<file path="src/shared/prsd_cfg.svh">
`ifndef PRSD_CFG_SVH
`define PRSD_CFG_SVH
// Register byte offsets (word aligned copy of 0xe2 sits at 0xe0 word, lane 2)
`define PRSD_OFF_READBACK   8'he2
`define PRSD_OFF_MODE       8'he4
`define PRSD_OFF_MULT       8'he8
`define PRSD_OFF_CTRL       8'hec
// Readback field: strap value in bits 7:4 (top four strap bits)
`define PRSD_RB_LSB         4
`define PRSD_RB_MSB         7
// Multipliers kept in half units (x2), 4 bits each
`define PRSD_MULT_W         4
// Control register reset value
`define PRSD_CTRL_RST       32'h0000_0000
`endif

</file>
<file path="src/shared/prsd_pkg.sv">
package prsd_pkg;
  typedef enum logic [4:0] {
    PRSD_MODE_PLL      = 5'h01,
    PRSD_MODE_BYPASS   = 5'h02,
    PRSD_MODE_DUAL     = 5'h04,
    PRSD_MODE_OFF      = 5'h08,
    PRSD_MODE_RESERVED = 5'h10
  } prsd_mode_e;
  typedef logic [3:0] prsd_mult_t;
endpackage : prsd_pkg

</file>
<file path="src/design/prsd_decode.sv">
`timescale 1ns/1ps
`include "prsd_cfg.svh"
module prsd_decode
  import prsd_pkg::*;
(
  input  wire logic [4:0] strap,
  output prsd_mode_e      mode,
  output prsd_mult_t      mem_mult_x2,
  output prsd_mult_t      cpu_mult_x2
);
  // Ratio table, multipliers held as twice the ratio
  always_comb begin
    mode        = PRSD_MODE_PLL;
    mem_mult_x2 = 4'h0;
    cpu_mult_x2 = 4'h0;
    case (strap)
      5'h17: begin mem_mult_x2 = 4'h8; cpu_mult_x2 = 4'h4; end
      5'h18: begin mem_mult_x2 = 4'h5; cpu_mult_x2 = 4'h6; end
      5'h19: begin mem_mult_x2 = 4'h4; cpu_mult_x2 = 4'h5; end
      5'h1a: begin mem_mult_x2 = 4'h2; cpu_mult_x2 = 4'h8; end
      5'h1b: begin mem_mult_x2 = 4'h4; cpu_mult_x2 = 4'h6; end
      5'h1c: begin mem_mult_x2 = 4'h3; cpu_mult_x2 = 4'h6; end
      5'h1d: begin mem_mult_x2 = 4'h3; cpu_mult_x2 = 4'h5; end
      5'h1e: begin mem_mult_x2 = 4'h4; cpu_mult_x2 = 4'h7; end
      5'h1f: mode = PRSD_MODE_OFF;
      5'h03: begin mode = PRSD_MODE_BYPASS; mem_mult_x2 = 4'h2; cpu_mult_x2 = 4'h4; end
      5'h06: begin mode = PRSD_MODE_DUAL; mem_mult_x2 = 4'h2; cpu_mult_x2 = 4'h2; end
      default: mode = PRSD_MODE_RESERVED;
    endcase
  end
endmodule : prsd_decode

</file>
<file path="src/design/prsd_top.sv">
`timescale 1ns/1ps
`include "prsd_cfg.svh"
// Operation
// - Each listed strap code maps to a fixed memory and core multiplier pair.
// - Code 11111 selects clock-off, and no internal clock is enabled.
// - Bits 7-4 at offset 0xe2 read back the top four bits of the applied strap setting.
// - Single bypass clocks the core from the bus reference, memory PLL off, bus 1:1.
// - Dual bypass clocks peripheral logic from the bus reference, memory PLL off, 1:1.
// - Dual bypass clocks the core from the oscillator 1:1 with the core PLL off.
module prsd_top
  import prsd_pkg::*;
(
  input  wire logic        hclk,
  input  wire logic        hresetn,
  input  wire logic        hsel,
  input  wire logic [7:0]  haddr,
  input  wire logic [1:0]  htrans,
  input  wire logic        hwrite,
  input  wire logic [2:0]  hsize,
  input  wire logic [31:0] hwdata,
  input  wire logic        hready,
  output logic      [31:0] hrdata,
  output logic             hreadyout,
  output logic             hresp,
  input  wire logic [4:0]  strap_pins,
  output logic             mem_pll_en,
  output logic             cpu_pll_en,
  output logic             core_from_ref,
  output logic             core_from_osc,
  output logic             periph_from_ref,
  output logic             clocks_off,
  output logic             strap_reserved,
  output logic      [3:0]  mem_mult_x2,
  output logic      [3:0]  cpu_mult_x2,
  output logic             core_clk_en
);
  // Strap synchroniser; pins are outside the clock domain
  logic [4:0] strap_s1_ff;
  logic [4:0] strap_s2_ff;
  logic [4:0] strap_ff;
  logic       held_ff;
  logic       rst_s1_ff;
  logic       rst_s2_ff;

  always_ff @(posedge hclk or negedge hresetn) begin
    if (!hresetn) begin
      strap_s1_ff <= 5'h00;
      strap_s2_ff <= 5'h00;
    end else begin
      strap_s1_ff <= strap_pins;
      strap_s2_ff <= strap_s1_ff;
    end
  end

  // Reset release delayed to let the synchroniser fill with live straps
  always_ff @(posedge hclk or negedge hresetn) begin
    if (!hresetn) begin
      rst_s1_ff <= 1'b0;
      rst_s2_ff <= 1'b0;
    end else begin
      rst_s1_ff <= 1'b1;
      rst_s2_ff <= rst_s1_ff;
    end
  end

  always_ff @(posedge hclk or negedge hresetn) begin
    if (!hresetn) begin
      strap_ff <= 5'h00;
      held_ff  <= 1'b0;
    end else if (rst_s2_ff && !held_ff) begin
      strap_ff <= strap_s2_ff;
      held_ff  <= 1'b1;
    end
  end

  prsd_mode_e dec_mode;
  prsd_mult_t dec_mem;
  prsd_mult_t dec_cpu;

  prsd_decode u_decode (
    .strap       (strap_ff),
    .mode        (dec_mode),
    .mem_mult_x2 (dec_mem),
    .cpu_mult_x2 (dec_cpu)
  );

  // Clock steering registered from the held strap
  prsd_mode_e mode_ff;
  logic [3:0] mem_ff;
  logic [3:0] cpu_ff;
  logic       ctrl_gate_ff;
  logic       dec_valid_ff;
  // One strobe per decoded mode
  wire  logic is_pll  = mode_ff == PRSD_MODE_PLL;
  wire  logic is_byp  = mode_ff == PRSD_MODE_BYPASS;
  wire  logic is_dual = mode_ff == PRSD_MODE_DUAL;
  wire  logic is_off  = mode_ff == PRSD_MODE_OFF;
  wire  logic is_rsvd = mode_ff == PRSD_MODE_RESERVED;
  wire  logic run     = dec_valid_ff && !is_off && !is_rsvd;

  // Held strap reaches mode_ff one edge later; gate until then
  always_ff @(posedge hclk or negedge hresetn) begin
    if (!hresetn) begin
      dec_valid_ff <= 1'b0;
    end else begin
      dec_valid_ff <= held_ff;
    end
  end

  always_ff @(posedge hclk or negedge hresetn) begin
    if (!hresetn) begin
      mode_ff <= PRSD_MODE_OFF;
      mem_ff  <= 4'h0;
      cpu_ff  <= 4'h0;
    end else begin
      mode_ff <= dec_mode;
      mem_ff  <= dec_mem;
      cpu_ff  <= dec_cpu;
    end
  end

  assign core_from_ref   = dec_valid_ff && is_byp;
  assign periph_from_ref = dec_valid_ff && is_dual;
  assign core_from_osc   = dec_valid_ff && is_dual;
  assign mem_pll_en      = run && is_pll;
  assign cpu_pll_en      = run && !is_dual;
  // clock off wins; reserved codes stop clocks too
  assign clocks_off      = !dec_valid_ff || is_off || is_rsvd;
  assign strap_reserved  = dec_valid_ff && is_rsvd;
  assign core_clk_en     = run && !ctrl_gate_ff;
  assign mem_mult_x2     = mem_ff;
  assign cpu_mult_x2     = cpu_ff;

  // AHB-Lite slave, zero wait states
  logic       ph_valid_ff;
  logic       ph_write_ff;
  logic [7:0] ph_addr_ff;
  wire  logic take = hsel && hready && htrans[1];

  always_ff @(posedge hclk or negedge hresetn) begin
    if (!hresetn) begin
      ph_valid_ff <= 1'b0;
      ph_write_ff <= 1'b0;
      ph_addr_ff  <= 8'h00;
    end else begin
      ph_valid_ff <= take;
      ph_write_ff <= hwrite;
      ph_addr_ff  <= haddr;
    end
  end

  wire logic [7:0] word_addr = {ph_addr_ff[7:2], 2'b00};
  wire logic       sel_rb    = word_addr == {`PRSD_OFF_READBACK & 8'hfc};
  wire logic       sel_mode  = word_addr == `PRSD_OFF_MODE;
  wire logic       sel_mult  = word_addr == `PRSD_OFF_MULT;
  wire logic       sel_ctrl  = word_addr == `PRSD_OFF_CTRL;

  // Software core-clock gate
  always_ff @(posedge hclk or negedge hresetn) begin
    if (!hresetn) begin
      ctrl_gate_ff <= 1'(`PRSD_CTRL_RST);
    end else if (ph_valid_ff && ph_write_ff && sel_ctrl) begin
      ctrl_gate_ff <= hwdata[0];
    end
  end

  // readback in byte 2 lanes at bits 7:4 of byte 0xe2
  wire logic [31:0] rb_word = {8'h00, strap_ff[4:1], 4'h0, 16'h0000};
  wire logic [31:0] rd_mux  =
    sel_rb   ? rb_word :
    sel_mode ? {27'h0, mode_ff} :
    sel_mult ? {24'h0, cpu_ff, mem_ff} :
    sel_ctrl ? {31'h0, ctrl_gate_ff} : 32'h0000_0000;

  assign hrdata    = (ph_valid_ff && !ph_write_ff) ? rd_mux : 32'h0000_0000;
  assign hreadyout = 1'b1;
  assign hresp     = 1'b0;
endmodule : prsd_top

</file>
<file path="config.mk">
export PLATFORM = sky130hd
export DESIGN_NAME = prsd_top
export DESIGN_NICKNAME = d
export VERILOG_FILES = /design/src/shared/prsd_pkg.sv /design/src/design/prsd_decode.sv /design/src/design/prsd_top.sv
export VERILOG_INCLUDE_DIRS = /design/src /design/src/shared
export SDC_FILE = /design/constraint.sdc
export NUM_CORES = 1
export LEC_CHECK = 0
export ABC_AREA = 1
export BUFFER_PORTS_ARGS = -buffer_cell sky130_fd_sc_hd__buf_4
export CELL_PAD_IN_SITES_DETAIL_PLACEMENT = 0
export CELL_PAD_IN_SITES_GLOBAL_PLACEMENT = 1
export CORE_MARGIN = 5
export CORE_UTILIZATION = 23
export CTS_CLUSTER_DIAMETER = 80
export CTS_CLUSTER_SIZE = 8
export DETAILED_ROUTE_END_ITERATION = 12
export HOLD_SLACK_MARGIN = 0.08
export PLACE_DENSITY_LB_ADDON = 0.3
export SLEW_MARGIN = 10
export SYNTH_ARGS = -nofsm -noshare
export SYNTH_HDL_FRONTEND = slang
export SYNTH_SLANG_ARGS = --single-unit
</file>
<file path="constraint.sdc">
create_clock -name hclk -period 3.1 [get_ports hclk]
set_clock_uncertainty 0.1 [all_clocks]
set_input_delay 0.62 -clock hclk [delete_from_list [all_inputs] [get_ports hclk]]
set_output_delay 0.62 -clock hclk [all_outputs]
set_load 0.01 [all_outputs]
</file>
Word level (Yosys, flattened, before mapping)
Index checks and enable logic that the tools add are counted.
- mux-type cells: 8
- reductions and logical operators: 30
- equal/unequal tests: 20
- operators with widths (operator ; number):
    $mux W32 ; 2
    $eq A5 B5 Y1 const B ; 10
    $eq A6 B6 Y1 const B ; 4
    $pmux W4 S6 ; 1
    $pmux W4 S5 ; 1
    $pmux W5 S4 ; 1
    $mux W8 ; 2
    $logic_and A1 B1 Y1 ; 14
    $eq A5 B2 Y1 const B ; 2
    $eq A5 B3 Y1 const B ; 2
    $reduce_or A3 Y1 ; 3
    $reduce_or A8 Y1 ; 1
    $logic_not A1 Y1 ; 7
    $reduce_or A2 Y1 ; 3
    $eq A5 B1 Y1 const B ; 1
    $eq A5 B4 Y1 const B ; 1
    $logic_or A1 B1 Y1 ; 2
    $mux W1 ; 1
- input port bits: 55
- output and inout port bits: 50
- flip-flop bits (word level): 43

Depth between registers and ports, before layout
- word-level depth: 6
- mapped depth: 8
- depth with buffers taken out: 8

Hierarchy
From an unflattened synthesis, not the netlist that was laid out.
- cells, all modules: 210
- area, all modules: 1965.6 µm²
- modules (own cells, without submodules) (module ; times used ; cells an instance ; area each (µm²)):
    prsd_top ; 1 ; 160 ; 1710.4
    prsd_decode ; 1 ; 50 ; 255.2

Least setup slack after synthesis
OpenSTA, ideal clock, no wires.
- kind: register to output
- from: reg ph_addr_ff[6]
- to: out hrdata[5]
- arrival: 1.045 ns
- slack: 1.335 ns
- stages on the path, launching flop included: 6
- required time: 2.380 ns
- path buffers: 0
- cell sequence: dfrtp_1 nand2_2 nor2_4 nand2_2 nand2_1 nor3b_1
- cells in the longest elaborated chain, start to end: 5
- elaborated cells between the ends (all ways): 7
- RTL lines (what ; RTL line ; source):
    start: declaration ; prsd_top.sv:137 ; logic [7:0] ph_addr_ff;
    start signal: assignment ; prsd_top.sv:148 ; ph_addr_ff <= haddr;
    $eq A6 B6 Y1 (no line) ; n/a ;
    $mux W8 ; prsd_top.sv:172 ; sel_mult ? {24'h0, cpu_ff, mem_ff} :
    $mux W8 ; prsd_top.sv:171 ; sel_mode ? {27'h0, mode_ff} :
    $mux W32 (*) ; prsd_top.sv:170 ; sel_rb ? rb_word :
    $mux W32 (*) ; prsd_top.sv:175 ; assign hrdata = (ph_valid_ff && !ph_write_ff) ? rd_mux : 32'h0000_0000;
    end: declaration ; prsd_top.sv:22 ; output logic [31:0] hrdata,
Every way passes the cells marked *; elsewhere a longest branch is shown, timed or not.

Final worst setup path
- from: reg ph_addr_ff[4]
- to: out hrdata[4]
Same word-level chain as after synthesis.

==> results.yml <==
outcome:
  status: "finished clean"
route:
  drt_iter0_markers: 61
  vias: 1397
  antenna_left: 0
  wire_per_inst_um: 11.33
  totalWireLength_um: 4102
  viasPerCell: 3.859
  dr.pass1.iters: 4
  drc_errors: 0
floorplan:
  row_count: 33
  die_w_um: 100.3
  start_util_pct: 23.18
  core_area_um2: 8093
  die_height_um: 100.3
  ios: 105
  dieArea_um2: 10060
min_path:
  hold_class: "in -> async"
cts:
  cts_sinks: 41
  post_cts_buffers: 0
  h-tree-depth: 2
  clk_pin_slew_worst_paths_ps: 80
  cts_root_buffer: "clkbuf_8"
  cts_tree: "built"
  clk_latency_ps: 290
  cts_hold_buf: 0
  cts_made_buffers: 5
  ctsResizeCount: 0
  clk_path_buf_depth: 2
timing:
  slew_headroom_pct: 65.86
  worstMarginPinSlew_ps: 512.1
  setup_violations: 0
  rsz0062_at_grt: "false"
  finalCriticalPeriod_ps: 2291
  finalCritPeriodShare_pct: 73.92
  fin_ws_ps: 808.6
  final-hold-violation-count: 0
  setup_tns_ps: 0
  slew_viol_final: 0
  timing.fmax_mhz: 436.4
placement:
  io_buffers: 45
  dpl_worst_slack_ps: 1091
  dpl_cell_area_um2: 2246
  place_hpwl_um: 3264
  gp_congestion: 0.8095
critical_path:
  r2r_end: "cpu_mult_x2[1]$_DFF_PN0_"
  worstSetupPathType: "reg -> out"
  crit_required_ps: 2380
  reg2regPathDepth: 6
  reg2reg_slack_ps: 1790
  cp_max_fo: 6
  critical_path.startpoint_type: "flop"
  crit_arrival_ps: 1570
  worstReg2RegStart: "strap_ff[1]$_DFFE_PN0P_"
  end_kind: "output pin"
synthesis:
  synth.avg_cell_area_um2: 9.061
  ys_types: 22
  synth.ff_latch_count: 41
  yosysSeqAreaShare_pct: 54.77
  synth_cells: 207
  yosysWarnings: 0
  synth_area_um2: 1876
flow_run:
  maxCapViolCount: 0
grt:
  grt_max_degree: 42
  grt_first_pass_wirelength_um: 6686
  grt_pass1_vias: 1382
  grt_usage_pct: 8.508
  grt-ovfl-total: 0
  antenna_found_initial: 0
cells_and_area:
  diodes: 0
  syn_to_final_growth_pct: 26.15
  final_common_cell: "buf_4"
  nets: 311
  drive_above_1_share_pct: 28.40
  final_area_um2: 2366
  mostFrequentLayoutCells: "buf_4, dfrtp_1, nor2_1"
power:
  power_density_nw_per_um2: 676.1
  peakVddDrop_uv: 276.7
  p_leak_nw: 1.208
-- cells by family after synthesis --
family	synth area share [%]
simple gates	26.15
flops	54.77
compound gates	3.602
buf+inv	15.08
other cells	0.4004
-- where the power goes --
part	internal [W]	total [W]	switching [W]	leakage (nW)
clock network	0.000262	0.000446	0.000185	0.0574
registers	0.000629	0.000708	0.0000792	0.486
logic	0.000177	0.000445	0.000268	0.664
-- registers in the layout, indices dropped and copies added (netlist names) --
register      count
rst_s1_ff         1
mem_mult_x2       4
rst_s2_ff         1
ph_write_ff       1
mode_ff           5
strap_s2_ff       5
ctrl_gate_ff      1
strap_ff          5
ph_valid_ff       1
ph_addr_ff        6
strap_s1_ff       5
held_ff           1
dec_valid_ff      1
cpu_mult_x2       4
-- cell usage after synthesis (all sizes together) --
| library cell | instances | area (um^2) |
|---|---|---|
| clkinv | 1 | 3.750 |
| nor2 | 38 | 180.2 |
| nand2 | 24 | 97.60 |
| nor3 | 7 | 35.03 |
| nand4 | 3 | 18.77 |
| nor3b | 3 | 22.52 |
| and3 | 1 | 6.260 |
| inv | 27 | 101.4 |
| dfrtp | 40 | 1001 |
| nand3 | 24 | 130.1 |
| o211ai | 2 | 15.01 |
| buf | 24 | 177.7 |
| dfstp | 1 | 26.28 |
| o31ai | 1 | 7.510 |
| a21oi | 9 | 45.04 |
| conb | 2 | 7.510 |
-- critical path, cell delays in order, from the launching register on --
cell and delay, ps:
dfrtp_1 360, inv_1 60, nand2_2 100, nor2_4 180
nand2_2 120, nand2_1 150, inv_2 70, nand2_1 60
nor2_1 40, buf_4 140
-- layer usage --
metal / GRT usage (%) / share of wire [%] / vias to the layer above
li1: - / - / 705
met1: 10.45 / 43 / 641
met2: 13.66 / 47 / 45
met3: 3.127 / 8.4 / 6
met4: 3.109 / 1.6 / 0
met5: 0 / 0 / -
-- metrics by stage --
stage,total power (W),util [%],instances,hold WS (ps)
6_report,0.001600,29.24,362,189.3
5_1_grt,0.001717,29.24,362,223.9
4_1_cts,0.001624,29.24,362,216.9
3_5_place_dp,0.001171,27.75,354,235.8
3_3_place_gp,0.001171,27.75,354,232.0
2_1_floorplan,0.0009874,-,228,224.4
-- layout make-up --
class                      count  area (um^2)
clock buffer                   6        82.58
clock inverter                 2        37.54
multi-input combinational    135        644.4
fill                         900         5727
tap                          105        131.4
inverter                      28        105.1
sequential                    41         1027
timing repair buffer          45        337.8
-- worst max path at each step --
stage	start	to	slack [ps]	depth (start not counted)
floorplan	ph_addr_ff[6]$_DFF_PN0_	hrdata[5]	1340	5
global placement	ph_addr_ff[4]$_DFF_PN0_	hrdata[0]	1080	9
detailed placement	ph_addr_ff[4]$_DFF_PN0_	hrdata[4]	1090	9
CTS	ph_addr_ff[4]$_DFF_PN0_	hrdata[4]	760	9
global route	ph_addr_ff[4]$_DFF_PN0_	hrdata[3]	620	9
finish	ph_addr_ff[4]$_DFF_PN0_	hrdata[4]	810	9
No activity file was read; power rests on OpenSTA's default activity.
